**config.mk**
```make
export PLATFORM = sky130hd
export DESIGN_NAME = pio_ports
export DESIGN_NICKNAME = d
export VERILOG_FILES = /design/src/logic/pio_sync.v /design/src/logic/pio_ports.v
export VERILOG_INCLUDE_DIRS = /design/src /design/src/logic
export SDC_FILE = /design/constraint.sdc
export NUM_CORES = 1
export LEC_CHECK = 0
export BUFFER_PORTS_ARGS = -buffer_cell sky130_fd_sc_hd__buf_2
export CAP_MARGIN = 20
export CORE_MARGIN = 2
export CORE_UTILIZATION = 35
export DETAILED_ROUTE_END_ITERATION = 8
export HOLD_SLACK_MARGIN = 0.08
export PLACE_DENSITY_LB_ADDON = 0.3
export SKIP_CTS_REPAIR_TIMING = 1
export SYNTH_ARGS = -nofsm -noshare
export SYNTH_HDL_FRONTEND = slang
export SYNTH_SLANG_ARGS = --single-unit
```
**constraint.sdc**
```tcl
create_clock -name clk -period 4.3 [get_ports clk]
set_input_delay 0.645 -clock clk [delete_from_list [all_inputs] [get_ports clk]]
set_output_delay 0.645 -clock clk [all_outputs]
set_load 0.05 [all_outputs]
```
**src/logic/pio_defines.vh**
```
// Register offsets, field positions and reset values for the port block.
`ifndef PIO_DEFINES_VH
`define PIO_DEFINES_VH
`define PIO_OFF_A_LATCH 8'h01
`define PIO_OFF_B_LATCH 8'h02
`define PIO_OFF_C_LATCH 8'h03
`define PIO_OFF_C_TYPE 8'h04
`define PIO_OFF_D_LATCH 8'h05
`define PIO_OFF_A_PIN 8'h08
`define PIO_OFF_B_PIN 8'h09
`define PIO_OFF_C_PIN 8'h0a
`define PIO_OFF_D_PIN 8'h0b
`define PIO_OFF_A_SEG 8'h29
`define PIO_OFF_D_SEG 8'h2a
`define PIO_OFF_CTRL 8'h30
`define PIO_CTRL_DUAL_BIT 0
`define PIO_CTRL_GLOBAL_OUTPUT_ENABLE_BIT 1
`define PIO_CTRL_STOP_BIT 2
`define PIO_RST_A_LATCH 8'hff
`define PIO_RST_B_LATCH 3'h7
`define PIO_RST_C_LATCH 4'hf
`define PIO_RST_C_TYPE 4'h0
`define PIO_RST_D_LATCH 8'hff
`define PIO_RST_SEG 8'h00
`define PIO_RST_CTRL 3'h2
`define PIO_B_OSC_IN_BIT 1
`define PIO_B_OSC_OUT_BIT 2
`define PIO_B_STOP_BIT 0
`endif

```
**src/logic/pio_sync.v**
```verilog
// Two-stage synchroniser for a bus of pin levels.
`timescale 1ns/1ps
module pio_sync #(
   parameter W = 8
) (
   input wire clk,
   input wire rst,
   input wire [W-1:0] d,
   output reg [W-1:0] q
);
reg [W-1:0] meta_r;
always @(posedge clk or posedge rst)
begin
   if (rst)
   begin
      meta_r <= {W{1'b0}};
      q <= {W{1'b0}};
   end
   else
   begin
      meta_r <= d;
      q <= meta_r;
   end
end
endmodule // pio_sync

```
**src/logic/pio_ports.v**
```verilog
// Parallel ports A to D with an Avalon-MM register slave.
// Function
// [RULE_01] Output latches hold until rewritten.
// [RULE_02] Pins sampled at read, not latched.
// [RULE_03] Write updates latch and pin next.
// [RULE_04] Port A segment select routes segment.
// [RULE_05] Software: port A input needs latch 1.
// [RULE_06] Port A latch resets to ones.
// [RULE_07] Separate latch and pin read addresses.
// [RULE_08] Segment bits read pin undefined.
// [RULE_09] Port B three bits, resets ones.
// [RULE_10] Dual clock: B1, B2 oscillator pins.
// [RULE_11] B0 output falling edge sets interrupt.
// [RULE_12] Port B upper bits read undefined.
// [RULE_13] Stop mode floats B0 always.
// [RULE_14] Port C type: 0 drain, 1 push-pull.
// [RULE_15] Port C latch ones, type zeros.
// [RULE_16] Software: C peripheral output needs latch 1.
// [RULE_17] Software: C input latch 1, type 0.
// [RULE_18] Port C upper bits read undefined.
// [RULE_19] Port D latch resets to ones.
// [RULE_20] Port D segment select picks source.
// [RULE_21] Software: port D input needs latch 1.
// [RULE_22] Latch 1 releases open-drain pin.
`timescale 1ns/1ps
`include "pio_defines.vh"
module pio_ports (
   input wire clk,
   input wire rst,
   input wire [7:0] avs_address,
   input wire avs_read,
   input wire avs_write,
   input wire [31:0] avs_writedata,
   output reg [31:0] avs_readdata,
   output wire avs_waitrequest,
   input wire [7:0] port_a_in,
   output wire [7:0] port_a_out,
   output wire [7:0] port_a_oe,
   input wire [2:0] port_b_in,
   output wire [2:0] port_b_out,
   output wire [2:0] port_b_oe,
   input wire [3:0] port_c_in,
   output wire [3:0] port_c_out,
   output wire [3:0] port_c_oe,
   input wire [7:0] port_d_in,
   output wire [7:0] port_d_out,
   output wire [7:0] port_d_oe,
   input wire [7:0] seg_a,
   input wire [7:0] seg_d,
   input wire [3:0] periph_c_out,
   input wire low_freq_osc_out,
   output wire low_freq_osc_in,
   output reg stop_release_irq
);
////////////////////////////////////////////////////////////////////////////////
reg [7:0] port_a_out_latch_r;
reg [7:0] port_a_segment_select_r;
reg [2:0] port_b_out_latch_r;
reg [3:0] port_c_out_latch_r;
reg [3:0] port_c_output_type_r;
reg [7:0] port_d_out_latch_r;
reg [7:0] port_d_segment_select_r;
reg [2:0] ctrl_r;
reg [1:0] bus_state_r;
reg [1:0] bus_state_nxt;
reg b0_prev_r;
wire [7:0] a_pin_s;
wire [2:0] b_pin_s;
wire [3:0] c_pin_s;
wire [7:0] d_pin_s;
wire wr_en;
wire rd_en;
wire dual_clk;
wire global_output_enable;
wire stop_mode;
wire [3:0] c_drive;
wire b0_drive;
reg [31:0] rd_nxt;
wire bus_req;
wire bus_ack;
wire wr_a_latch;
wire wr_a_seg;
wire wr_b_latch;
wire wr_c_latch;
wire wr_c_type;
wire wr_d_latch;
wire wr_d_seg;
wire wr_ctrl;

////////////////////////////////////////////////////////////////////////////////
// Bus handshake states, one-hot.
localparam [1:0] BUS_IDLE = 2'b01;
localparam [1:0] BUS_ACK = 2'b10;

////////////////////////////////////////////////////////////////////////////////
// Address match, shared by the write strobes.
function reg_hit;
   input [7:0] adr;
   input [7:0] off;
   begin
      reg_hit = (adr == off);
   end
endfunction

// Segment value on selected bits, latch value on the others.
function [7:0] seg_mux_out;
   input [7:0] sel;
   input [7:0] seg;
   input [7:0] latch;
   begin
      seg_mux_out = (sel & seg) | (~sel & latch);
   end
endfunction

// With en set, segment bits always drive, latch bits drive only a 0.
function [7:0] seg_mux_oe;
   input en;
   input [7:0] sel;
   input [7:0] latch;
   begin
      seg_mux_oe = {8{en}} & (sel | ~latch);
   end
endfunction

// Pins pass two flip-flops before the read mux sees them.
pio_sync #(.W(23)) u_sync (
   .clk(clk),
   .rst(rst),
   .d({port_a_in, port_b_in, port_c_in, port_d_in}),
   .q({a_pin_s, b_pin_s, c_pin_s, d_pin_s})
);

////////////////////////////////////////////////////////////////////////////////
// One wait cycle: the access completes on the second edge.
assign bus_req = avs_read | avs_write;
assign bus_ack = bus_state_r[1];
assign avs_waitrequest = bus_req & ~bus_ack;
assign wr_en = avs_write & bus_ack;
assign rd_en = avs_read & ~bus_ack;
assign dual_clk = ctrl_r[`PIO_CTRL_DUAL_BIT];
assign global_output_enable = ctrl_r[`PIO_CTRL_GLOBAL_OUTPUT_ENABLE_BIT];
assign stop_mode = ctrl_r[`PIO_CTRL_STOP_BIT];

// A request seen in the idle state is answered in the next cycle.
always @*
begin
   case (bus_state_r)
      BUS_IDLE:
      begin
         if (bus_req)
            bus_state_nxt = BUS_ACK;
         else
            bus_state_nxt = BUS_IDLE;
      end
      BUS_ACK:
         bus_state_nxt = BUS_IDLE;
      default:
         bus_state_nxt = BUS_IDLE;
   endcase
end

always @(posedge clk or posedge rst)
begin
   if (rst)
      bus_state_r <= BUS_IDLE;
   else
      bus_state_r <= bus_state_nxt;
end

// Each register has its own write strobe.
assign wr_a_latch = wr_en & reg_hit(avs_address, `PIO_OFF_A_LATCH);
assign wr_a_seg = wr_en & reg_hit(avs_address, `PIO_OFF_A_SEG);
assign wr_b_latch = wr_en & reg_hit(avs_address, `PIO_OFF_B_LATCH);
assign wr_c_latch = wr_en & reg_hit(avs_address, `PIO_OFF_C_LATCH);
assign wr_c_type = wr_en & reg_hit(avs_address, `PIO_OFF_C_TYPE);
assign wr_d_latch = wr_en & reg_hit(avs_address, `PIO_OFF_D_LATCH);
assign wr_d_seg = wr_en & reg_hit(avs_address, `PIO_OFF_D_SEG);
assign wr_ctrl = wr_en & reg_hit(avs_address, `PIO_OFF_CTRL);

////////////////////////////////////////////////////////////////////////////////
// Latches change only on an accepted write.
always @(posedge clk or posedge rst)
begin
   if (rst)
   begin
      port_a_out_latch_r <= `PIO_RST_A_LATCH; // [RULE_06]
   end
   else if (wr_a_latch)
   begin
      port_a_out_latch_r <= avs_writedata[7:0]; // [RULE_01] [RULE_03]
   end
end

always @(posedge clk or posedge rst)
begin
   if (rst)
   begin
      port_a_segment_select_r <= `PIO_RST_SEG;
   end
   else if (wr_a_seg)
   begin
      port_a_segment_select_r <= avs_writedata[7:0]; // [RULE_04]
   end
end

always @(posedge clk or posedge rst)
begin
   if (rst)
   begin
      port_b_out_latch_r <= `PIO_RST_B_LATCH; // [RULE_09]
   end
   else if (wr_b_latch)
   begin
      port_b_out_latch_r <= avs_writedata[2:0]; // [RULE_01] [RULE_03]
   end
end

always @(posedge clk or posedge rst)
begin
   if (rst)
   begin
      port_c_out_latch_r <= `PIO_RST_C_LATCH; // [RULE_15]
   end
   else if (wr_c_latch)
   begin
      port_c_out_latch_r <= avs_writedata[3:0]; // [RULE_01] [RULE_03]
   end
end

always @(posedge clk or posedge rst)
begin
   if (rst)
   begin
      port_c_output_type_r <= `PIO_RST_C_TYPE; // [RULE_15]
   end
   else if (wr_c_type)
   begin
      port_c_output_type_r <= avs_writedata[3:0]; // [RULE_14]
   end
end

always @(posedge clk or posedge rst)
begin
   if (rst)
   begin
      port_d_out_latch_r <= `PIO_RST_D_LATCH; // [RULE_19]
   end
   else if (wr_d_latch)
   begin
      port_d_out_latch_r <= avs_writedata[7:0]; // [RULE_01] [RULE_03]
   end
end

always @(posedge clk or posedge rst)
begin
   if (rst)
   begin
      port_d_segment_select_r <= `PIO_RST_SEG;
   end
   else if (wr_d_seg)
   begin
      port_d_segment_select_r <= avs_writedata[7:0]; // [RULE_20]
   end
end

always @(posedge clk or posedge rst)
begin
   if (rst)
   begin
      ctrl_r <= `PIO_RST_CTRL;
   end
   else if (wr_ctrl)
   begin
      ctrl_r <= avs_writedata[2:0];
   end
end

////////////////////////////////////////////////////////////////////////////////
// Read data is sampled at the first cycle of the access.
always @*
begin
   rd_nxt = 32'h0000_0000;
   case (avs_address) // [RULE_07]
      `PIO_OFF_A_LATCH: rd_nxt[7:0] = port_a_out_latch_r;
      `PIO_OFF_A_SEG: rd_nxt[7:0] = port_a_segment_select_r;
      `PIO_OFF_B_LATCH: rd_nxt[2:0] = port_b_out_latch_r; // [RULE_12]
      `PIO_OFF_C_LATCH: rd_nxt[3:0] = port_c_out_latch_r; // [RULE_18]
      `PIO_OFF_C_TYPE: rd_nxt[3:0] = port_c_output_type_r;
      `PIO_OFF_D_LATCH: rd_nxt[7:0] = port_d_out_latch_r;
      `PIO_OFF_D_SEG: rd_nxt[7:0] = port_d_segment_select_r;
      `PIO_OFF_CTRL: rd_nxt[2:0] = ctrl_r;
      `PIO_OFF_A_PIN: rd_nxt[7:0] = a_pin_s; // [RULE_02] [RULE_08]
      `PIO_OFF_B_PIN: rd_nxt[2:0] = b_pin_s; // [RULE_02] [RULE_12]
      `PIO_OFF_C_PIN: rd_nxt[3:0] = c_pin_s; // [RULE_02] [RULE_18]
      `PIO_OFF_D_PIN: rd_nxt[7:0] = d_pin_s; // [RULE_02] [RULE_08]
      default: rd_nxt = 32'h0000_0000;
   endcase
end

always @(posedge clk or posedge rst)
begin
   if (rst)
      avs_readdata <= 32'h0000_0000;
   else if (rd_en)
      avs_readdata <= rd_nxt; // [RULE_02]
end

////////////////////////////////////////////////////////////////////////////////
// Pin drivers. A 1 in the latch floats open-drain pins so input reads work.
assign port_a_out = seg_mux_out(port_a_segment_select_r, seg_a,
   port_a_out_latch_r); // [RULE_04]
assign port_a_oe = seg_mux_oe(global_output_enable, port_a_segment_select_r,
   port_a_out_latch_r); // [RULE_04] [RULE_22]

assign port_d_out = seg_mux_out(port_d_segment_select_r, seg_d,
   port_d_out_latch_r); // [RULE_20]
assign port_d_oe = seg_mux_oe(global_output_enable, port_d_segment_select_r,
   port_d_out_latch_r); // [RULE_20] [RULE_22]

assign c_drive = port_c_out_latch_r & periph_c_out;
assign port_c_out = c_drive;
assign port_c_oe = {4{global_output_enable}}
   & (port_c_output_type_r | ~c_drive); // [RULE_14] [RULE_22]

assign port_b_out[0] = port_b_out_latch_r[0];
assign port_b_oe[0] = global_output_enable & ~stop_mode
   & ~port_b_out_latch_r[0]; // [RULE_13] [RULE_22]
assign port_b_out[1] = port_b_out_latch_r[1];
assign port_b_oe[1] = global_output_enable & ~dual_clk
   & ~port_b_out_latch_r[1]; // [RULE_10]
assign port_b_out[2] = dual_clk ? low_freq_osc_out
   : port_b_out_latch_r[2]; // [RULE_10]
assign port_b_oe[2] = dual_clk | (global_output_enable
   & ~port_b_out_latch_r[2]); // [RULE_10]
assign low_freq_osc_in = dual_clk & b_pin_s[`PIO_B_OSC_IN_BIT]; // [RULE_10]

////////////////////////////////////////////////////////////////////////////////
// Falling edge of the synchronised B0 level, driven or external, raises a pulse.
assign b0_drive = b_pin_s[`PIO_B_STOP_BIT];
always @(posedge clk or posedge rst)
begin
   if (rst)
   begin
      // Start low, since the synchroniser shows zeros just after reset.
      b0_prev_r <= 1'b0;
      stop_release_irq <= 1'b0;
   end
   else
   begin
      b0_prev_r <= b0_drive;
      stop_release_irq <= b0_prev_r & ~b0_drive; // [RULE_11]
   end
end
endmodule // pio_ports

```
==> flow_summary.json, run 1 <==
{
  "status": "finished clean",
  "crit_slowest_cell": "dfstp_2",
  "grt_usage": 0.176,
  "finalCriticalPeriod_ps": 2400,
  "port_buffers": 120,
  "synthFlopType": "dfrtp_1",
  "antenna_cells": 0,
  "critical_path.cell_chain": "a21boi_0 -> buf_2",
  "dr.pass1.iters": 4,
  "ir_drop_mv": 0.262,
  "timing.final.crit_share": 0.559,
  "place_hpwl_mm": 8.78,
  "ant_nets": 0,
  "grt_pass1_wl_mm": 19.6,
  "htree_levels": 3,
  "nets": 621,
  "p_leak_uw": 0.00280,
  "critPathMaxFanout": 25,
  "synth_top_family_by_area": "simple AND/OR/NAND/NOR gates",
  "path_buf_inv": 1,
  "yosys.cell_types.count": 50,
  "path_delay_family": "flip-flops",
  "gp_congestion": 0.827,
  "drt-total-wl_mm": 12.2,
  "wire_per_inst_um": 17.0,
  "async_flop_share": 1.00,
  "yosysMostFrequentCell": "dfrtp_1",
  "grt_setup_unrepaired": "false",
  "synth_seq_area_share": 0.555,
  "tightest_slew_ps": 902,
  "slew_headroom": 0.396,
  "startpoint_type": "flip-flop",
  "first_iter_violations": 236,
  "yosysWarningCount": 0,
  "overflow": 0,
  "synth_cells": 415,
  "synth_top_area_share": 0.416,
  "cts_tree": "built",
  "ys_seq_elements": 104,
  "cp_data_required_time_ps": 3650,
  "ios": 169,
  "root_buffer": "clkbuf_16",
  "core.rowCount": 42,
  "grt_max_degree": 64,
  "power_density_mw_per_mm2": 387,
  "via_per_inst": 4.90,
  "avgSynthCellArea_um2": 11.4,
  "synth_fa_ha_area_frac": 0,
  "synth_compound_area_frac": 0.0901,
  "syn_to_final_growth_pct": 21.0,
  "finalHoldViolCount": 0,
  "initial_core_util": 0.359,
  "timing.hold.ws_ps": 350,
  "endpoint_kind": "output port",
  "synth_area_mm2": 0.00475,
  "layout_setup_ws_ps": 1900,
  "hold_path.class": "reg2reg",
  "synth_edf_count": 0,
  "yosys.area.top_type": "dfrtp_1",
  "fin_worst_skew_ps": 7.04,
  "pre_cts_ws_ps": 1600,
  "die_area_mm2": 0.0145,
  "setup-tns-final_ps": 0,
  "synth_xor_area_frac": 0,
  "cts_max_path_buffers": 2,
  "max_freq_mhz": 416,
  "maxSlewViolCount": 0,
  "synth_mux_area_frac": 0.119,
  "synth_common_cells": "dfrtp_1, nand2_1, mux2_2",
  "drive_gt1_frac": 0.409,
  "antenna_found_initial": 1,
  "insertion_delay_ps": 350,
  "die_w_um": 120,
  "ys_top_cells_by_area": "dfrtp_1, dfstp_2, mux2_2, buf_4, nand2_1",
  "grt_pass1_vias": 3539,
  "crit_type": "reg2out",
  "vias": 3496,
  "drc_errors": 0,
  "synth_simple_gate_area_share": 0.175,
  "slowest_delay_ps": 870,
  "cts_num_sinks": 104,
  "cap_violations": 0,
  "dieHeight_um": 120,
  "arrival_ps": 1760,
  "setup_viol": 0,
  "coreArea_mm2": 0.0132,
  "path_clk_slew_ps": 70,
  "numCtsBuffers": 9
}
[cells by family (layout without fill, tap and decap cells)]
group           Yosys count  after routing
simple gates            150            150
flops                   104            104
compound gates           60             60
mux                      51             51
buf+inv                  49            149
other cells               1             24
[area by class of cell]
cell class	count	area [um^2]
fill	1278	7500
sequential	104	2630
multi-input combinational	285	1910
timing repair buffer	124	631
clock buffer	9	225
tap	176	220
clock inverter	7	83.8
inverter	9	36.3
[worst paths after layout]
path	endpoint	slack [ps]	cells after the start	startpoint
setup / recovery	port_c_oe[0]	1900	2	ctrl_r[1]
hold / removal	u_sync.q[11]	350	0	u_sync.meta_r[11]
setup reg to reg	avs_readdata[1]	2260	5	bus_state_r[1]
hold reg to reg	u_sync.q[11]	350	0	u_sync.meta_r[11]
max in group asynchronous	port_d_out_latch_r[5]	2850	3	rst
min in group asynchronous	u_sync.meta_r[9]	440	2	rst
[state kept, by name, indices dropped and copies added (netlist names), 3 cells and up]
signal / count
avs_readdata: 8
ctrl_r: 3
port_a_out_latch_r: 8
port_a_segment_select_r: 8
port_b_out_latch_r: 3
port_c_out_latch_r: 4
port_c_output_type_r: 4
port_d_out_latch_r: 8
port_d_segment_select_r: 8
u_sync.meta_r: 23
u_sync.q: 23
[where the power goes]
group	total (uW)	internal [uW]	switching [uW]
Sequential	1060	1040	27.5
Clock	828	418	409
Combinational	334	80.4	253
[metal layers]
layer	GRT usage	part of all wire	vias to the layer above
met1	0.243	0.45	1707
met2	0.279	0.48	138
met3	0.0349	0.061	17
met5	0	0.0011	-
li1	-	-	1632
met4	0.0560	0.015	2
[through the flow]
stage / std cells / instance area (um^2) / power [uW] / utilization
final: 714 / 5740 / 2220 / 0.434
after global routing: 714 / 5740 / 2320 / 0.434
after CTS: 714 / 5740 / 2250 / 0.434
after detailed placement: 698 / 5440 / 1420 / 0.410
after global placement: 698 / 5440 / 1410 / 0.410
after floorplan: 438 / 4830 / 1330 / -
[cells in the final DEF (no fill, tap or decap), drive strengths merged, types with 6 or more instances in the layout]
cell,instances
a21boi,6
a221oi,6
a22oi,13
and2,26
buf,124
clkbuf,9
conb,24
dfrtp,79
dfstp,25
inv,13
mux2,45
mux2i,6
nand2,49
nand2b,20
nand3,8
nor2,17
nor3,10
o21ai,10
(Power assumes the default switching activity.)
==> inputs of run 2 (changes only) <==
==> constraint.sdc (replaced) <==
create_clock -name clk -period 2.2 [get_ports clk]
set_input_delay 0.33 -clock clk [delete_from_list [all_inputs] [get_ports clk]]
set_output_delay 0.33 -clock clk [all_outputs]
set_load 0.05 [all_outputs]
==> flow_summary.json, run 2 (synthesis results as in run 1) <==
{
  "status": "finished clean",
  "grt_pass1_wl_mm": 19.3,
  "layout_commonest_cell": "buf_2",
  "path_clk_slew_ps": 70,
  "antenna_found_initial": 0,
  "wl_met2_mm": 5.82,
  "crit_slowest_cell": "dfstp_4",
  "placed_cell_area_mm2": 0.00558,
  "coreArea_mm2": 0.0132,
  "gp_congestion": 0.848,
  "vias": 3557,
  "grt_usage": 0.174,
  "dieHeight_um": 120,
  "path_delay_family": "flip-flops",
  "wl_met3_um": 629,
  "critPathMaxFanout": 25,
  "endpoint_kind": "output port",
  "htree_levels": 3,
  "path_buf_inv": 1,
  "core.rowCount": 42,
  "antenna_cells": 0,
  "max_freq_mhz": 513,
  "place_hpwl_mm": 8.87,
  "arrival_ps": 1620,
  "slew_headroom": 0.642,
  "power_density_mw_per_mm2": 729,
  "insertion_delay_ps": 340,
  "wl_met1_mm": 5.38,
  "dr.pass1.iters": 4,
  "drt-total-wl_mm": 12.0,
  "ant_nets": 0,
  "ir_drop_mv": 0.395,
  "root_buffer": "clkbuf_16",
  "final_cell_mix": "buf_2, dfrtp_1, nand2_1",
  "routed.top_layer": "met4",
  "setup_viol": 0,
  "maxSlewViolCount": 0,
  "finalCriticalPeriod_ps": 1950,
  "slowest_delay_ps": 780,
  "hold_path.class": "in2reg",
  "die_area_mm2": 0.0145,
  "critical_path.cell_chain": "nor3b_1 -> buf_2",
  "hp-start": "port_c_in[1]",
  "syn_to_final_growth_pct": 27.6,
  "nets": 655,
  "crit_type": "reg2out",
  "initial_core_util": 0.359,
  "fin_worst_skew_ps": 5.73,
  "cts_tree": "built",
  "tightest_slew_ps": 538,
  "wire_per_inst_um": 16.1,
  "pre_cts_ws_ps": 268,
  "via_per_inst": 4.76,
  "ios": 169,
  "finalHoldViolCount": 0,
  "cts_max_path_buffers": 2,
  "die_w_um": 120,
  "timing.final.crit_share": 0.886,
  "layout_setup_ws_ps": 251,
  "grt_setup_unrepaired": "false",
  "first_iter_violations": 219,
  "p_leak_uw": 0.00296,
  "cp_data_required_time_ps": 1870,
  "cts_num_sinks": 104,
  "port_buffers": 120,
  "grt_max_degree": 105,
  "drc_errors": 0,
  "top_regs": "u_sync.meta_r x23, u_sync.q x23",
  "setup-tns-final_ps": 0,
  "critPathLaunch": "ctrl_r[1]",
  "drive_gt1_frac": 0.416,
  "overflow": 0,
  "cap_violations": 0,
  "startpoint_type": "flip-flop",
  "reg2reg_from": "bus_state_r[1]",
  "grt_pass1_vias": 3607,
  "finalInstanceArea_mm2": 0.00606,
  "numCtsBuffers": 9
}
[run 2: changes by cell type in the layout (fill, tap and decap cells not counted), sizes merged]
cell / delta
buf: +18
clkinvlp: +2
dlygate4sd3: +16
clkinv: -1
inv: -2
bufinv: +1
[run 2: power by group]
group	switching, uW	leakage [uW]	total, uW	internal [uW]
combinational	499	0.00157	695	196
sequential	53.5	0.00124	2080	2030
clock	738	0.000151	1640	906
[run 2: metrics by stage]
stage / cells / power [uW] / hold slack (ps) / utilization
floorplan: 438 / 2600 / 331 / -
global placement: 716 / 2790 / 333 / 0.422
detailed placement: 716 / 2790 / 335 / 0.422
CTS: 732 / 4460 / 73.0 / 0.445
global route: 748 / 4630 / 80.2 / 0.458
finish: 748 / 4420 / 90.4 / 0.458
[run 2: worst reg2reg max path, stage by stage, from the launching register on]
cell and delay, ps:
dfrtp_1 400, nand2b_1 180, nand2b_1 160, or4_1 470, o31a_1 160, a32oi_1 190
[run 2: per-layer routing]
layer | vias up | GRT usage
met1 | 1730 | 0.237
li1 | 1698 | -
met3 | 11 | 0.0292
met4 | 0 | 0.0603
met2 | 118 | 0.282
met5 | - | 0
[run 2: final cells by class]
type / instances / area (um^2)
inverter: 9 / 37.5
timing repair buffer: 158 / 938
fill: 1259 / 7180
clock buffer: 9 / 225
sequential: 104 / 2640
multi-input combinational: 285 / 1910
clock inverter: 7 / 87.6
tap: 176 / 220
[run 2: worst paths after layout]
| kind | slack [ps] | depth (start not counted) | endpoint |
|---|---|---|---|
| max in group asynchronous | 1650 | 3 | port_a_out_latch_r[6] |
| min in group asynchronous | 130 | 3 | u_sync.q[8] |
| worst min-delay path | 90 | 1 | u_sync.meta_r[9] |
| worst min register to register | 350 | 0 | u_sync.q[9] |
| worst max register to register | 540 | 5 | avs_readdata[1] |
| worst max-delay path | 250 | 2 | port_b_oe[0] |
==> inputs of run 3 (changes only) <==
--- a/config.mk
+++ b/config.mk
@@ -9,7 +9,7 @@
 export BUFFER_PORTS_ARGS = -buffer_cell sky130_fd_sc_hd__buf_2
 export CAP_MARGIN = 20
 export CORE_MARGIN = 2
-export CORE_UTILIZATION = 35
+export CORE_UTILIZATION = 40
 export DETAILED_ROUTE_END_ITERATION = 8
 export HOLD_SLACK_MARGIN = 0.08
 export PLACE_DENSITY_LB_ADDON = 0.3
==> flow_summary.json, run 3 (synthesis results as in run 1) <==
{
  "root_buffer": "clkbuf_16",
  "port_buffers": 120,
  "drc_errors": 13,
  "ant_nets": 0,
  "grt_usage": 0.187,
  "cts_max_path_buffers": 2,
  "final_cell_mix": "buf_2, dfrtp_1, nand2_1",
  "numCtsBuffers": 9,
  "dr.pass1.iters": 7,
  "max_freq_mhz": 510,
  "antenna_cells": 0,
  "drt-total-wl_mm": 11.5,
  "overflow": 0,
  "top_regs": "u_sync.meta_r x23, u_sync.q x23",
  "startpoint_type": "flip-flop",
  "drive_gt1_frac": 0.419,
  "violations": "DRC",
  "ir_drop_mv": 0.523,
  "power_density_mw_per_mm2": 739,
  "placed_cell_area_mm2": 0.00554,
  "hold_path.class": "in2async",
  "nets": 646,
  "final_cells": 706,
  "finalHoldViolCount": 0,
  "crit_type": "reg2out",
  "cap_violations": 0,
  "first_iter_violations": 197,
  "ff2ff_setup_slack_ps": 550,
  "via_per_inst": 4.93,
  "critPathMaxFanout": 18,
  "status": "complete, but fails checks",
  "p_leak_uw": 0.00293,
  "gp_congestion": 0.841,
  "coreArea_mm2": 0.0115,
  "dieHeight_um": 113,
  "layout_setup_ws_ps": 240,
  "antenna_found_initial": 0,
  "rr_worst_depth": 5,
  "reg2reg_from": "bus_state_r[1]",
  "timing.final.crit_share": 0.891,
  "tightest_slew_ps": 523,
  "dp_cells": 681,
  "grt_pass1_wl_mm": 18.4,
  "arrival_ps": 1630,
  "endpoint_kind": "output port",
  "path_clk_slew_ps": 80,
  "slew_headroom": 0.650,
  "cts_tree": "built",
  "syn_to_final_growth_pct": 25.1,
  "die_area_mm2": 0.0128,
  "place_hpwl_mm": 8.64,
  "finalInstanceArea_mm2": 0.00594,
  "grt_setup_unrepaired": "false",
  "reg2reg_to": "avs_readdata[0]",
  "critPathLaunch": "ctrl_r[1]",
  "setup_viol": 0,
  "htree_levels": 3,
  "fin_worst_skew_ps": 10.1,
  "insertion_delay_ps": 350,
  "layout_commonest_cell": "buf_2",
  "grt_pass1_vias": 3400,
  "cts_num_sinks": 104,
  "vias": 3479,
  "maxSlewViolCount": 0,
  "grt_max_degree": 61,
  "finalCriticalPeriod_ps": 1960,
  "core.rowCount": 39,
  "fin_total_pwr_uw": 4390,
  "pre_cts_ws_ps": 169,
  "cp_data_required_time_ps": 1870,
  "wire_per_inst_um": 16.2,
  "initial_core_util": 0.412,
  "ios": 169,
  "die_w_um": 113
}
## run 3: cell count changes in the layout (fill, tap and decap cells not counted), sizes merged
cell,delta
bufinv,-1
clkinvlp,-1
inv,+2
buf,-2
dlygate4sd3,-7
## run 3: layout make-up
class / count / area [um^2]
clock inverters: 7 / 86.3
inverters: 9 / 37.5
fillers: 1032 / 5570
flip-flops and latches: 104 / 2630
well taps: 143 / 179
repair buffers: 149 / 866
clock buffers: 9 / 225
multi-input cells: 285 / 1910
## run 3: power by group
group / switching, uW / leakage (uW) / total, uW / internal [uW]
logic: 499 / 0.00153 / 689 / 190
registers: 51.2 / 0.00124 / 2080 / 2020
clock network: 805 / 0.000152 / 1630 / 824
total: 1350 / 0.00293 / 4390 / 3040
## run 3: critical path, cell delays in order, from the launching register on
cell and delay, ps:
dfstp_2 620, buf_4 260, and2_1 150, buf_2 250
## run 3: routing by layer
layer	up-vias	wire, um	part of all wire	global-route usage
li1	1677	-	-	-
met1	1662	5200	0.45	0.265
met2	123	5330	0.46	0.295
met3	17	671	0.059	0.0252
met4	0	260	0.023	0.0707
met5	-	0	0	0
## run 3: through the flow
stage          hold slack [ps]  setup TNS (ps)  utilization
2_1_floorplan              331            -132            -
3_3_place_gp               332               0        0.481
3_5_place_dp               335               0        0.481
4_1_cts                   63.6               0        0.508
5_1_grt                   80.1               0        0.516
6_report                  58.6               0        0.516
## run 3: worst max-delay path by stage
stage,depth (start not counted),endpoint
floorplan,2,port_c_oe[0]
global placement,6,port_a_segment_select_r[2]
detailed placement,6,port_a_segment_select_r[2]
CTS,3,port_a_oe[4]
global route,3,port_d_oe[1]
finish,3,port_d_oe[1]
